==> config.mk <==
export PLATFORM = sky130hd
export DESIGN_NAME = lsj_strap_mux
export DESIGN_NICKNAME = d
export VERILOG_FILES = /design/src/hdl/lsj_pkg.sv /design/src/hdl/lsj_strap_mux.sv /design/src/hdl/lsj_sync.sv
export SDC_FILE = /design/constraint.sdc
export NUM_CORES = 1
export LEC_CHECK = 0
export BUFFER_PORTS_ARGS = -buffer_cell sky130_fd_sc_hd__buf_2
export CAP_MARGIN = 40
export CORE_UTILIZATION = 27
export CTS_BUF_LIST = sky130_fd_sc_hd__clkbuf_4 sky130_fd_sc_hd__clkbuf_8
export DETAILED_ROUTE_END_ITERATION = 7
export PLACE_DENSITY = 0.49
export SLEW_MARGIN = 20
export SYNTH_ARGS = -nofsm -noshare
export SYNTH_HDL_FRONTEND = slang
export SYNTH_SLANG_ARGS = --single-unit
==> constraint.sdc <==
create_clock -name clk_sys -period 1.9 [get_ports clk_sys]
set_input_delay 0.19 -clock clk_sys [delete_from_list [all_inputs] [get_ports clk_sys]]
set_output_delay 0.19 -clock clk_sys [all_outputs]
set_load 0.01 [all_outputs]
==> src/hdl/lsj_pkg.sv <==
package lsj_pkg;

  // Shared pin field layout
  localparam int ADDR_W       = 7;  // Host address width
  localparam int EQ_W         = 5;  // Equalizer code width
  localparam int JSEL_W       = 2;  // Jitter select width
  localparam int JSEL_HI_POS  = 6;  // Jitter select high bit
  localparam int JSEL_LO_POS  = 5;  // Jitter select low bit
  localparam int EQ_MSB_POS   = 4;  // Equalizer code top bit
  localparam int SYNC_STAGES  = 2;  // Strap synchroniser depth

  // Reset values
  localparam logic [6:0] ADDR_RST = 7'h00;  // Address after reset
  localparam logic [4:0] EQ_RST   = 5'h00;  // Equalizer after reset

  // Jitter select codes
  localparam logic [1:0] JSEL_OFF   = 2'h0;  // Attenuator disabled
  localparam logic [1:0] JSEL_TX32  = 2'h1;  // Transmit, 32-bit FIFO
  localparam logic [1:0] JSEL_RX32  = 2'h2;  // Receive, 32-bit FIFO
  localparam logic [1:0] JSEL_RX64  = 2'h3;  // Receive, 64-bit FIFO

  // Loop bandwidth in tenths of a hertz
  localparam logic [7:0] BW_T1_DHZ     = 8'h1e;  // 3 Hz
  localparam logic [7:0] BW_E1_32_DHZ  = 8'h64;  // 10 Hz
  localparam logic [7:0] BW_E1_64_DHZ  = 8'h0f;  // 1.5 Hz

  // Jitter attenuator path
  typedef enum logic [1:0] {
    LSJ_PATH_OFF,
    LSJ_PATH_TX,
    LSJ_PATH_RX
  } lsj_path_t;

  // Attenuator configuration bundle
  typedef struct packed {
    lsj_path_t  path;      // Placement
    logic       fifo_64;   // FIFO depth 64 when set, else 32
    logic [7:0] bw_dhz;    // Loop bandwidth, tenths of a hertz
  } lsj_ja_cfg_t;

endpackage : lsj_pkg

==> src/hdl/lsj_strap_mux.sv <==
// Functional notes
// - Host mode: shared pins form address six..zero
// - Hardware mode: five-bit equalizer code from pins
// - Host mode: interrupt low while alarm raised
// - Global enable cleared suppresses all interrupts
// - Jitter select: off, tx32, rx32, rx64
// - Bandwidth: T1 3 Hz; E1 10 or 1.5
module lsj_strap_mux (
  // Clock and reset
  input  wire logic                clk_sys,
  input  wire logic                rst,
  // Mode and shared pins
  input  wire logic                config_mode_select,  // High hardware, low host
  input  wire logic [6:0]          shared_pins,         // Seven dual-use pins
  // Line rate and interrupt control
  input  wire logic                line_rate_e1,        // High E1, low T1/J1
  input  wire logic                global_irq_enable,   // Command control enable bit
  input  wire logic                alarm_raised,        // Internal alarm level
  // Host-mode outputs
  output logic [6:0]               host_addr,           // Register address
  output logic                     irq_n,               // Active-low interrupt
  // Hardware-mode outputs
  output logic [4:0]               equalizer_code,      // Equalizer and build-out
  output logic                     jitter_path_select_hi,
  output logic                     jitter_path_select_lo,
  output lsj_pkg::lsj_ja_cfg_t     ja_cfg,              // Decoded attenuator setup
  output logic                     hw_mode              // Registered mode state
);

  logic [8:0] sync_q;  // Synchronised mode, rate and shared pins
  logic       mode_s;
  logic       e1_s;
  logic       gie_s;

  // Static straps move into the core domain first
  lsj_sync #(.W(9)) u_sync (
    .clk_sys (clk_sys),
    .rst     (rst),
    .d       ({config_mode_select, line_rate_e1, shared_pins}),
    .q       (sync_q)
  );

  assign mode_s = sync_q[8];
  assign e1_s   = sync_q[7];
  assign gie_s  = global_irq_enable;

  logic [6:0]           addr_r,  addr_nxt;
  logic [4:0]           eq_r,    eq_nxt;
  logic [1:0]           jsel_r,  jsel_nxt;
  lsj_pkg::lsj_ja_cfg_t cfg_r,   cfg_nxt;
  logic                 irq_n_r, irq_n_nxt;
  logic                 hw_r,    hw_nxt;

  logic [1:0] settle_r;    // Edges seen since reset release, saturating
  logic [1:0] settle_nxt;
  logic       straps_ok;   // Synchroniser output now reflects the pins

  // Straps are trusted only once the synchroniser has refilled after reset;
  // its reset zeros would otherwise read as host mode and could pull the
  // interrupt low for two edges while the board straps hardware mode
  always_comb begin
    settle_nxt = settle_r;
    if (settle_r != 2'(lsj_pkg::SYNC_STAGES)) begin
      // Still refilling
      settle_nxt = settle_r + 2'h1;
    end
  end

  // Register the settle count
  always_ff @(posedge clk_sys or posedge rst) begin
    if (rst) begin
      settle_r <= 2'h0;
    end else begin
      settle_r <= settle_nxt;
    end
  end

  assign straps_ok = (settle_r == 2'(lsj_pkg::SYNC_STAGES));

  // Decode the shared pins according to the mode
  always_comb begin
    hw_nxt   = 1'b0;
    addr_nxt = lsj_pkg::ADDR_RST;
    eq_nxt   = lsj_pkg::EQ_RST;
    jsel_nxt = lsj_pkg::JSEL_OFF;
    if (!straps_ok) begin
      // Synchroniser still refilling: keep the reset picture
      hw_nxt = 1'b0;
    end else if (!mode_s) begin
      // Host: pins are the address bus
      addr_nxt = sync_q[6:0];
    end else begin
      // Hardware: top two pins select jitter path, rest equalizer
      hw_nxt   = 1'b1;
      jsel_nxt = sync_q[lsj_pkg::JSEL_HI_POS:lsj_pkg::JSEL_LO_POS];
      eq_nxt   = sync_q[lsj_pkg::EQ_MSB_POS:0];
    end
  end

  // Jitter attenuator configuration from the select code
  always_comb begin
    cfg_nxt = '{path: lsj_pkg::LSJ_PATH_OFF, fifo_64: 1'b0, bw_dhz: 8'h00};
    unique case (jsel_nxt)
      lsj_pkg::JSEL_OFF: begin
        cfg_nxt.path = lsj_pkg::LSJ_PATH_OFF;
      end
      lsj_pkg::JSEL_TX32: begin
        cfg_nxt.path   = lsj_pkg::LSJ_PATH_TX;
        cfg_nxt.bw_dhz = e1_s ? lsj_pkg::BW_E1_32_DHZ : lsj_pkg::BW_T1_DHZ;
      end
      lsj_pkg::JSEL_RX32: begin
        cfg_nxt.path   = lsj_pkg::LSJ_PATH_RX;
        cfg_nxt.bw_dhz = e1_s ? lsj_pkg::BW_E1_32_DHZ : lsj_pkg::BW_T1_DHZ;
      end
      lsj_pkg::JSEL_RX64: begin
        cfg_nxt.path    = lsj_pkg::LSJ_PATH_RX;
        cfg_nxt.fifo_64 = 1'b1;
        cfg_nxt.bw_dhz  = e1_s ? lsj_pkg::BW_E1_64_DHZ : lsj_pkg::BW_T1_DHZ;
      end
    endcase
  end

  // Interrupt: low only in settled host mode with alarm and enable
  // The enable gate wins over a raised alarm
  always_comb begin
    irq_n_nxt = !(straps_ok && !mode_s && gie_s && alarm_raised);
  end

  // Register all outputs
  always_ff @(posedge clk_sys or posedge rst) begin
    if (rst) begin
      addr_r  <= lsj_pkg::ADDR_RST;
      eq_r    <= lsj_pkg::EQ_RST;
      jsel_r  <= lsj_pkg::JSEL_OFF;
      cfg_r   <= '{path: lsj_pkg::LSJ_PATH_OFF, fifo_64: 1'b0, bw_dhz: 8'h00};
      irq_n_r <= 1'b1;
      hw_r    <= 1'b0;
    end else begin
      addr_r  <= addr_nxt;
      eq_r    <= eq_nxt;
      jsel_r  <= jsel_nxt;
      cfg_r   <= cfg_nxt;
      irq_n_r <= irq_n_nxt;
      hw_r    <= hw_nxt;
    end
  end

  assign host_addr             = addr_r;
  assign equalizer_code        = eq_r;
  assign jitter_path_select_hi = jsel_r[1];
  assign jitter_path_select_lo = jsel_r[0];
  assign ja_cfg                = cfg_r;
  assign irq_n                 = irq_n_r;
  assign hw_mode               = hw_r;

  // Checks
  // Host mode passes the synchronised pins through as the address
  chk_addr_host: assert property (@(posedge clk_sys) disable iff (rst)
    !hw_r |-> host_addr == $past(sync_q[6:0]))
    else $error("host address wrong");
  // Hardware mode passes the low five pins through as the equalizer code
  chk_eq_hw: assert property (@(posedge clk_sys) disable iff (rst)
    hw_r |-> equalizer_code == $past(sync_q[4:0]))
    else $error("eq code wrong");
  // Enabled alarm in settled host mode pulls the interrupt low
  chk_irq_fire: assert property (@(posedge clk_sys) disable iff (rst)
    (straps_ok && !mode_s && gie_s && alarm_raised) |=> !irq_n)
    else $error("irq missing");
  // Hardware mode never shows an interrupt
  chk_irq_hw: assert property (@(posedge clk_sys) disable iff (rst)
    hw_r |-> irq_n)
    else $error("irq in hardware mode");
  // Cleared global enable keeps the interrupt released
  chk_irq_gated: assert property (@(posedge clk_sys) disable iff (rst)
    !gie_s |=> irq_n)
    else $error("irq not gated");
  // Disabled code leaves the attenuator off
  chk_ja_off: assert property (@(posedge clk_sys) disable iff (rst)
    (jsel_r == lsj_pkg::JSEL_OFF) |-> ja_cfg.path == lsj_pkg::LSJ_PATH_OFF)
    else $error("ja not off");
  // Transmit code places the attenuator in transmit with the short FIFO
  chk_ja_tx: assert property (@(posedge clk_sys) disable iff (rst)
    (jsel_r == lsj_pkg::JSEL_TX32) |-> ja_cfg.path == lsj_pkg::LSJ_PATH_TX && !ja_cfg.fifo_64)
    else $error("tx32 wrong");
  // Deep receive code selects the receive path with the long FIFO
  chk_ja_rx64: assert property (@(posedge clk_sys) disable iff (rst)
    (jsel_r == lsj_pkg::JSEL_RX64) |-> ja_cfg.fifo_64 && ja_cfg.path == lsj_pkg::LSJ_PATH_RX)
    else $error("rx64 wrong");
  // T1 bandwidth in every enabled code
  chk_bw_t1: assert property (@(posedge clk_sys) disable iff (rst)
    (jsel_nxt != lsj_pkg::JSEL_OFF && !e1_s) |=> ja_cfg.bw_dhz == lsj_pkg::BW_T1_DHZ)
    else $error("t1 bw wrong");
  // E1 with the long FIFO narrows the loop bandwidth
  chk_bw_e1: assert property (@(posedge clk_sys) disable iff (rst)
    (jsel_nxt == lsj_pkg::JSEL_RX64 && e1_s) |=> ja_cfg.bw_dhz == lsj_pkg::BW_E1_64_DHZ)
    else $error("e1 bw wrong");
  // Mode pin reaches the mode output three edges later
  chk_sync_lag: assert property (@(posedge clk_sys) disable iff (rst)
    $changed(config_mode_select) ##0 1[*1] |-> ##3 hw_mode == $past(config_mode_select, 3))
    else $error("mode lag wrong");
  // Outputs keep the reset picture until the synchroniser has refilled
  chk_settle_hold: assert property (@(posedge clk_sys) disable iff (rst)
    !straps_ok |=> irq_n && !hw_mode && host_addr == lsj_pkg::ADDR_RST)
    else $error("settle not held");

  // Scenario covers
  cov_host_irq: cover property (@(posedge clk_sys) disable iff (rst) !hw_r && !irq_n);
  cov_hw_tx: cover property (@(posedge clk_sys) disable iff (rst)
    ja_cfg.path == lsj_pkg::LSJ_PATH_TX);
  cov_hw_rx32: cover property (@(posedge clk_sys) disable iff (rst)
    ja_cfg.path == lsj_pkg::LSJ_PATH_RX && !ja_cfg.fifo_64);
  cov_hw_e1_64: cover property (@(posedge clk_sys) disable iff (rst)
    ja_cfg.bw_dhz == lsj_pkg::BW_E1_64_DHZ);

endmodule : lsj_strap_mux

==> src/hdl/lsj_sync.sv <==
// Two flop level synchroniser for static straps
module lsj_sync #(
  parameter int W = 1
) (
  // Clock and reset
  input  wire logic         clk_sys,
  input  wire logic         rst,
  // Level in and out
  input  wire logic [W-1:0] d,
  output logic      [W-1:0] q
);

  logic [W-1:0] meta_r;  // First stage, read only by second
  logic [W-1:0] meta_nxt;
  logic [W-1:0] q_r;     // Second stage
  logic [W-1:0] q_nxt;

  // Next values of both stages
  always_comb begin
    meta_nxt = d;
    q_nxt    = meta_r;
  end

  // Register both stages
  always_ff @(posedge clk_sys or posedge rst) begin
    if (rst) begin
      meta_r <= '0;
      q_r    <= '0;
    end else begin
      meta_r <= meta_nxt;
      q_r    <= q_nxt;
    end
  end

  assign q = q_r;

endmodule : lsj_sync

==> summary.md, run 1 <==
| Metric | Value |
|---|---|
| Clock sink count | `43` |
| ANT cells | `0` |
| Core region area | `4790 sq um` |
| Slew headroom | `65.7%` |
| CP arrival | `1.77 ns` |
| Sequential area share after synthesis | `79.2%` |
| CP required | `2.09 ns` |
| Internal power contribution | `1.30 mW` |
| Yosys warns | `0` |
| Yosys reg bits | `43` |
| Comb pwr share | `7.1%` |
| H-tree depth | `2` |
| RSZ-0062 raised after global routing | `no` |
| # IOs | `40` |
| TritonCTS buffer count | `5` |
| Drt first pass iters | `4` |
| Slew of the pin with the lowest slew margin | `0.514 ns` |
| NumNets Final | `151` |
| Maximum number of pins on one net before global-route repair | `44` |
| Routed Antenna Nets | `0` |
| Die Area | `5330 sq um` |
| Psw | `0.350 mW` |
| DIE HEIGHT | `73.0 microns` |
| Initial antenna violation count | `0` |
| Wire length per cell | `10.3 microns` |
| TNS Setup | `0 ns` |
| Sw Share | `21.2%` |
| Routability cong. | `0.743` |
| Crit path launch type | `flop` |
| Initial core utilization | `28.4%` |
| Die X | `73.0 microns` |
| Placement Cell Area | `1610 sq um` |
| Fin. Hold Viols | `0` |
| Vias in the first global route | `810` |
| Min-delay worst type | `input port to asynchronous set/reset pin` |
| Setup Skew | `0.00684 ns` |
| # DRC | `0` |
| Final setup viols | `0` |
| Lkg Pwr | `0.924 nW` |
| Synth Instances | `86` |
| Status | `finished clean` |
| Syn avg cell area | `15.8 sq um` |
| First-pass GRT wire length | `3.60 mm` |
| Clk network pwr share | `33.9%` |
| Overflow after GRT | `0` |
| Critical Path End Type | `flop` |
| Clock transition at the registers of the reported paths | `0.07 ns` |
| RR Endpoint | `ja_cfg[4]` |
| Number of buffers added on ports | `38` |
| Crit-path max FO | `4` |
| Worst Path Class, Setup | `flop to flop` |
| Final Instance Area | `1780 sq um` |
| CTS tree | `yes` |
| Via count | `767` |
| Final WL | `2.10 mm` |
| Peak VDD IR | `419 uV` |
| Area grow syn2layout | `31.1%` |
| Part of the power in registers | `59.0%` |
| Clk buf depth | `2` |
| Pwr dens | `927 nW/um^2` |
| Synth cell types | `20` |
| Total Power | `1.65 mW` |
| Final worst path period need | `1.59 ns` |
| Via density per instance | `3.76` |
| Fillers | `470` |
| Clk_lat worst skew | `0.28 ns` |
| Worst R2R Start | `settle_r[0]` |
| Synth Net Count | `101` |
| R2R Setup Slk | `0.31 ns` |
| Final slew viol count | `0` |
| Max-cap violations | `0` |
| Layout cells sized above 1 | `48.2%` |
| Drt initial violations | `25` |
| Clock Tree Root | `clkbuf_8` |
| Worst reg2reg path depth | `6` |
| Top achievable clock speed | `0.631 GHz` |
| Row cnt | `25` |
| CTS resizes | `0` |
| Synthesized cell area | `1360 sq um` |
| Period utilization | `83.4%` |
| Total Routing Usage GR | `9.40%` |
## per-stage QoR
stage / hold slack (ns) / instances / setup WS [ns] / utilization [%]
detailed placement: 0.299 / 188 / 0.314 / 33.7
floorplan: 0.221 / 86 / 0.339 / -
global route: 0.00570 / 204 / 0.165 / 37.3
CTS: 0.000291 / 202 / 0.301 / 36.8
global placement: 0.298 / 188 / 0.421 / 33.7
finish: 0.0160 / 204 / 0.315 / 37.3
## worst max path at each step
stage                      startpoint   endpoint  slack [ns]  cells past startpoint
after floorplan           settle_r[0]  ja_cfg[4]        0.34                      7
after global placement    settle_r[0]  ja_cfg[3]        0.42                      6
after detailed placement  settle_r[0]  ja_cfg[4]        0.31                      6
after CTS                 settle_r[0]  ja_cfg[4]        0.30                      6
after global routing      settle_r[0]  ja_cfg[4]        0.16                      6
final                     settle_r[0]  ja_cfg[4]        0.31                      6
## Yosys cell counts
cell type   n  area [sq um]
nand3_1     1          5.00
and3_1      1          6.26
and2_1      1          6.26
ha_1        2          25.0
dfstp_2     1          26.3
buf_2       1          5.00
conb_1      1          3.75
dfrtp_1    42          1050
xnor2_1     1          8.76
nand2_1     3          11.3
and3_2      8          60.1
a211oi_1    2          15.0
o21ai_0     2          10.0
and2_2      7          52.6
inv_1       4          15.0
and2b_2     1          8.76
nor2b_1     1          6.26
nand2b_1    1          6.26
nor2_1      2          7.51
buf_4       4          30.0
## area by class of cell
class	count	area, sq um	area share [%]
tap	67	83.8	4.70
sequential	43	1080	60.4
inverter	4	15.0	0.842
clock buffer	7	83.8	4.70
multi-input combinational	34	233	13.1
timing repair buffer	48	285	16.0
clock inverter	1	5.00	0.281
## critical path, stage by stage, from the launching register on
cell	delay, ns
dfrtp_1	0.37
inv_1	0.05
ha_1	0.22
and3_2	0.21
ha_1	0.33
nand2_1	0.06
a211oi_1	0.25
## layout by cell type (no fill, tap or decap), types with 3 or more instances in the layout
cell type	Yosys	layout
and2_2	7	7
nand2_1	3	3
inv_1	4	3
dlygate4sd3_1	0	8
buf_2	1	38
dfrtp_1	42	42
and3_2	8	8
clkbuf_8	0	5
## logic make-up (layout without fill, tap and decap cells)
group                    count (synthesis)  count (layout)  share of synthesized area, %
other                                    1               1                         0.276
adder cells (fa/ha/maj)                  2               2                          1.84
flip-flops                              43              43                          79.2
AND/OR/NAND/NOR                         26              26                          12.5
buffers and inverters                    9              60                          3.68
XOR/XNOR                                 1               1                         0.644
AO/OA/AOI/OAI                            4               4                          1.84
## power by group through the flow
stage | clock network (mW) | registers (mW) | logic (mW)
finish | 0.560 | 0.975 | 0.117
global route | 0.632 | 0.981 | 0.133
CTS | 0.588 | 0.976 | 0.118
detailed placement | 0 | 0.993 | 0.109
global placement | 0 | 0.993 | 0.107
floorplan | 0 | 1.00 | 0.0507
## metal layers
layer	part of all wire, %	global-route usage (%)	up-vias
li1	-	-	366
met1	44	11.4	369
met2	48	14.5	28
met3	7.2	4.28	4
met4	1.1	3.92	0
met5	0	0	-
## state kept, by name, indices dropped and copies added, names as in the netlist, 2 cells and up
register        flops
equalizer_code      5
settle_r            2
u_sync.meta_r       9
u_sync.q            9
host_addr           7
ja_cfg              8
## what timing repair did
item,in CTS,in global routing
buffers inserted,0,0
hold endpoints to repair,6,2
hold buffers,6,2
(Power assumes the default switching activity.)
==> run 2: changes to the inputs <==
==> constraint.sdc (replaced) <==
create_clock -name clk_sys -period 1.62 [get_ports clk_sys]
set_input_delay 0.162 -clock clk_sys [delete_from_list [all_inputs] [get_ports clk_sys]]
set_output_delay 0.162 -clock clk_sys [all_outputs]
set_load 0.01 [all_outputs]
==> run 2 against run 1 <==
Final cell count grew 2.0%. Global-route usage up 0.11 points. Register-to-register slack lost 0.30 ns. First-iteration DRC count up 16%. Clock power is 20% higher. Critical endpoint is now ja_cfg[3]. Clock skew decreased by 0.00088 ns. Worst setup slack got worse by 0.30 ns. Utilization grew 1.4 points. Critical path depth unchanged. Combinational power up 34%. Fmax shrank 0.96%. Critical path type unchanged. Cell area increased by 3.8%.
==> summary.md, run 2 (synthesis gave the netlist of run 1 again) <==
| Metric | Value |
|---|---|
| Overflow after GRT | `0 (unchanged)` |
| Total Power | `1.97 mW (+19%)` |
| Period utilization | `98.8% (+15 points)` |
| Crit-path max FO | `4 (unchanged)` |
| Status | `finished clean` |
| RR Endpoint | `ja_cfg[3]` |
| Final worst-path setup slack | `0.0195 ns (-0.295 ns)` |
| Critical Path End Type | `flop` |
| Clk_lat worst skew | `0.28 ns (about the same)` |
| # DRC | `0 (unchanged)` |
| Via density per instance | `3.77 (+0.25%)` |
| Initial antenna violation count | `0 (unchanged)` |
| CP required | `1.79 ns (-0.30 ns)` |
| Final slew viol count | `0 (unchanged)` |
| Clock Tree Root | `clkbuf_8` |
| Setup Skew | `0.00596 ns (-0.000879 ns)` |
| NumNets Final | `155 (+2.6%)` |
| Most frequent cells in the layout | `42 x dfrtp_1, 38 x buf_2, 10 x dlygate4sd3_1, 8 x and3_2, 7 x and2_2` |
| Area grow syn2layout | `36.1%` |
| Peak VDD IR | `523 uV (+25%)` |
| Pre-CTS WS | `0.0840 ns (-0.230 ns)` |
| Final Instance Area | `1850 sq um (+3.8%)` |
| Cell Chain, Critical Path | `inv_1 -> ha_1 -> and3_2 -> ha_4 -> nand2b_1 -> a211oi_1` |
| Worst Path Class, Setup | `flop to flop` |
| Number of buffers added on ports | `38 (unchanged)` |
| ANT cells | `0 (unchanged)` |
| First-pass GRT wire length | `3.65 mm (+1.4%)` |
| Routed Antenna Nets | `0 (unchanged)` |
| Total Routing Usage GR | `9.51% (+0.11 points)` |
| Crit path launch type | `flop` |
| Maximum number of pins on one net before global-route repair | `25 (-43%)` |
| HP Start | `global_irq_enable` |
| Core region area | `4790 sq um (unchanged)` |
| # IOs | `40 (unchanged)` |
| Min-delay worst type | `input port to flop` |
| Clock sink count | `43 (unchanged)` |
| CTS tree | `yes` |
| Routability cong. | `0.772 (+3.9%)` |
| Worst reg2reg path depth | `6 (unchanged)` |
| Clk buf depth | `2 (unchanged)` |
| Fillers | `462 (-1.7%)` |
| Final WL | `2.22 mm (+5.9%)` |
| Initial core utilization | `28.4% (unchanged)` |
| Pwr dens | `1070 nW/um^2 (+15%)` |
| Most common cell after layout, fill and taps aside | `dfrtp_1` |
| Final setup viols | `0 (unchanged)` |
| Row cnt | `25 (unchanged)` |
| Slowest CP cell | `dfrtp_1` |
| TNS Setup | `0 ns (unchanged)` |
| H-tree depth | `2 (unchanged)` |
| Vias in the first global route | `835 (+3.1%)` |
| Placement Cell Area | `1640 sq um (+1.7%)` |
| Die X | `73.0 microns (unchanged)` |
| Drt first pass iters | `2 (-2)` |
| Top achievable clock speed | `0.625 GHz (-0.96%)` |
| Cell count after placement | `190 (+1.1%)` |
| Clock transition at the registers of the reported paths | `0.07 ns (about the same)` |
| Hold-critical path depth | `2` |
| Layout cells sized above 1 | `49.6% (+1.5 points)` |
| Max-cap violations | `0 (unchanged)` |
| CP arrival | `1.77 ns (about the same)` |
| Die Area | `5330 sq um (unchanged)` |
| Wire length per cell | `10.7 microns (+3.9%)` |
| Cell Count, Final, Fillers Out | `208 (+2.0%)` |
| Final worst path period need | `1.60 ns (+0.0154 ns)` |
| R2R Setup Slk | `0.02 ns (-0.30 ns)` |
| Hold endpoint | `irq_n` |
| Drt initial violations | `29 (+16%)` |
| TritonCTS buffer count | `5 (unchanged)` |
| CP max stage delay | `0.36 ns (about the same)` |
| Post-CTS setup buffer count | `0 (unchanged)` |
| Via count | `784 (+2.2%)` |
| DIE HEIGHT | `73.0 microns (unchanged)` |
| Fin. Hold Viols | `0 (unchanged)` |
| Worst R2R Start | `settle_r[0]` |
| Lkg Pwr | `0.947 nW (+2.5%)` |
## run 2: critical path: cells and delay by family, from the launching register on
family	cells	cell delay [ns]
AOI/OAI and AO/OA	1	0.31
adders and majority gates	2	0.50
buffers and inverters	1	0.05
DFF	1	0.36
and+or+nand+nor	2	0.27
## run 2: area by class of cell
cell class	instances	area (sq um)	area share [%]
Sequential cell	43	1080	58.2
Multi-Input combinational cell	34	250	13.5
Tap cell	67	83.8	4.53
Inverter	4	15.0	0.811
Clock buffer	8	91.3	4.94
Timing Repair Buffer	52	333	18.0
## run 2: repair_timing
action                                  CTS  global route
hold endpoints to repair                 28             0
endpoints found under the setup margin    0             2
hold buffers                             10             0
resized for setup                         0             3
## run 2: per-layer routing
layer / wire, microns / up-vias / part of all wire [%] / track usage (%)
li1: - / 376 / - / -
met1: 904 / 377 / 41 / 10.6
met2: 1110 / 28 / 50 / 15.0
met3: 179 / 3 / 8.1 / 4.97
met4: 27 / 0 / 1.2 / 4.58
met5: 0 / - / 0 / 0
## run 2: metrics by stage
| stage | hold WS [ns] | utilization (%) |
|---|---|---|
| final | 0.00796 | 38.7 |
| after floorplan | 0.193 | - |
| after global routing | 0.0115 | 38.7 |
| after detailed placement | 0.189 | 34.3 |
| after global placement | 0.177 | 34.3 |
| after CTS | 0.000328 | 38.3 |
## run 2: worst max-delay path by stage
stage,start,end,slack (ns)
4_1_cts,settle_r[0],ja_cfg[4],0.06
5_1_grt,settle_r[0],ja_cfg[3],-0.07
3_3_place_gp,settle_r[0],ja_cfg[3],0.15
2_1_floorplan,settle_r[0],ja_cfg[4],0.06
3_5_place_dp,settle_r[0],ja_cfg[4],0.08
6_report,settle_r[0],ja_cfg[3],0.02
## run 2: power by group
part	switching, mW	leakage, nW	internal [mW]
Clock	0.315	0.0498	0.356
Sequential	0.0197	0.529	1.12
Combinational	0.0766	0.369	0.0800
==> run 3: changes to the inputs <==
--- a/config.mk
+++ b/config.mk
@@ -11,6 +11,7 @@
 export CTS_BUF_LIST = sky130_fd_sc_hd__clkbuf_4 sky130_fd_sc_hd__clkbuf_8
 export DETAILED_ROUTE_END_ITERATION = 7
 export PLACE_DENSITY = 0.49
+export RECOVER_POWER = 50
 export SLEW_MARGIN = 20
 export SYNTH_ARGS = -nofsm -noshare
 export SYNTH_HDL_FRONTEND = slang
==> run 3 against run 2 <==
Critical path depth unchanged. Global-route usage unchanged. Power decreased by 0.17%. Sequential share of layout area increased by 0.40 points. Largest power group unchanged.
==> summary.md, run 3 (synthesis gave the netlist of run 1 again) <==
| Metric | Value |
|---|---|
| Initial antenna violation count | `0 (unchanged)` |
| Total Routing Usage GR | `9.51% (unchanged)` |
| Clock sink count | `43 (unchanged)` |
| Util after Layout | `38.4% (-0.26 points)` |
| Period utilization | `98.6% (-0.17 points)` |
| Maximum number of pins on one net before global-route repair | `25 (unchanged)` |
| Wire length per cell | `10.8 microns (+0.86%)` |
| Lkg Pwr | `0.944 nW (-0.39%)` |
| Clk_lat worst skew | `0.28 ns (about the same)` |
| H-tree depth | `2 (unchanged)` |
| Layout cells sized above 1 | `48.9% (-0.71 points)` |
| Die X | `73.0 microns (unchanged)` |
| Clk buf depth | `2 (unchanged)` |
| Final setup viols | `0 (unchanged)` |
| CP Buf/Inv Count | `1 (unchanged)` |
| DIE HEIGHT | `73.0 microns (unchanged)` |
| NumNets Final | `155 (unchanged)` |
| Final slew viol count | `0 (unchanged)` |
| Peak VDD IR | `523 uV (about the same)` |
| Clock Tree Root | `clkbuf_8` |
| CP required | `1.79 ns (about the same)` |
| Crit-path max FO | `4 (unchanged)` |
| Number of buffers added on ports | `38 (unchanged)` |
| Top achievable clock speed | `0.626 GHz (+0.17%)` |
| Most frequent cells in the layout | `42 x dfrtp_1, 38 x buf_2, 10 x dlygate4sd3_1, 8 x and3_2, 7 x and2_2` |
| Initial core utilization | `28.4% (unchanged)` |
| Final Instance Area | `1840 sq um (-0.68%)` |
| CP arrival | `1.77 ns (about the same)` |
| Clock transition at the registers of the reported paths | `0.07 ns (about the same)` |
| # DRC | `0 (unchanged)` |
| Post-CTS setup buffer count | `0 (unchanged)` |
| Core region area | `4790 sq um (unchanged)` |
| Placement Cell Area | `1640 sq um (unchanged)` |
| Via count | `783 (-0.13%)` |
| Row cnt | `25 (unchanged)` |
| Routed Antenna Nets | `0 (unchanged)` |
| Die Area | `5330 sq um (unchanged)` |
| TritonCTS buffer count | `5 (unchanged)` |
| Most common cell after layout, fill and taps aside | `dfrtp_1` |
| Via density per instance | `3.76 (-0.13%)` |
| Worst Path Class, Setup | `flop to flop` |
| Area grow syn2layout | `35.1%` |
| # IOs | `40 (unchanged)` |
| Max-cap violations | `0 (unchanged)` |
| CTS tree | `yes` |
| Top Family by Delay on Critical Path | `adder cells` |
| Setup Skew | `0.00594 ns (-0.0000160 ns)` |
| Status | `finished clean` |
| Critical Path End Type | `flop` |
| Final worst path period need | `1.60 ns (-0.00276 ns)` |
| Drt initial violations | `33 (+14%)` |
| Cell Chain, Critical Path | `inv_1 -> ha_1 -> and3_2 -> ha_4 -> nand2b_1 -> a211oi_1` |
| Crit path launch type | `flop` |
| Vias in the first global route | `835 (unchanged)` |
| ANT cells | `0 (unchanged)` |
| Final WL | `2.24 mm (+0.86%)` |
| Overflow after GRT | `0 (unchanged)` |
| Min Hold Slack | `0.00806 ns (+0.000103 ns)` |
| Min-delay worst type | `input port to flop` |
| Slowest CP cell | `dfrtp_1` |
| Fin. Hold Viols | `0 (unchanged)` |
| Routability cong. | `0.772 (unchanged)` |
| Slew headroom | `53.2%` |
| Pwr dens | `1070 nW/um^2 (+0.51%)` |
| Slew of the pin with the lowest slew margin | `0.700 ns` |
| First-pass GRT wire length | `3.65 mm (unchanged)` |
| CP max stage delay | `0.36 ns (about the same)` |
| Drt first pass iters | `2 (unchanged)` |
## run 3: changes by cell type in the layout (fill, tap and decap cells not counted)
cell,previous run,this run
buf_12,1,0
clkbuf_4,3,4
inv_1,3,4
inv_2,1,0
## run 3: timing repair
action	CTS	global route
hold endpoints to repair	28	0
hold buffers	10	0
gates resized for setup	0	3
endpoints found under the setup margin	0	2
## run 3: cell type report
class	count	area [sq um]
repair buffers	52	320
clock buffers	8	91.3
fillers	464	2950
multi-input cells	34	250
well taps	67	83.8
inverters	4	15.0
flip-flops and latches	43	1080
## run 3: worst paths after layout
path | start | slack, ns | depth (start not counted) | end
setup / recovery | settle_r[0] | 0.02 | 6 | ja_cfg[3]
hold / removal | global_irq_enable | 0.008 | 2 | irq_n
setup reg to reg | settle_r[0] | 0.02 | 6 | ja_cfg[3]
hold reg to reg | u_sync.meta_r[1] | 0.35 | 0 | u_sync.q[1]
max in group asynchronous | rst | 0.21 | 4 | irq_n
min in group asynchronous | rst | 0.52 | 3 | u_sync.q[7]
## run 3: per-stage QoR
stage | cells | power [mW] | setup WS [ns] | setup TNS (ns)
floorplan | 86 | 1.24 | 0.0589 | 0
global placement | 190 | 1.30 | 0.152 | 0
detailed placement | 190 | 1.30 | 0.0840 | 0
finish | 208 | 1.97 | 0.0223 | 0
global route | 208 | 2.08 | -0.0715 | -0.0715
CTS | 208 | 2.00 | 0.0638 | 0
## run 3: worst register-to-register path, cell delays in order (launching register included)
cell	delay, ns
dfrtp_1	0.36
inv_1	0.05
ha_1	0.22
and3_2	0.21
ha_4	0.28
nand2b_1	0.06
a211oi_1	0.31
## run 3: per-layer routing
metal  vias up  wire [microns]  part of all wire [%]  track usage (%)
li1        376               -                     -                -
met1       376             925                    41             10.6
met2        28            1110                    49             15.0
met3         3             179                   8.0             4.97
met4         0              27                   1.2             4.58
met5         -               0                     0                0
## run 3: where the power goes
part           leakage (nW)  switching, mW  internal (mW)
Sequential            0.529         0.0198           1.12
Combinational         0.365         0.0758         0.0765
Clock                0.0498          0.316          0.356
Total                 0.944          0.412           1.56
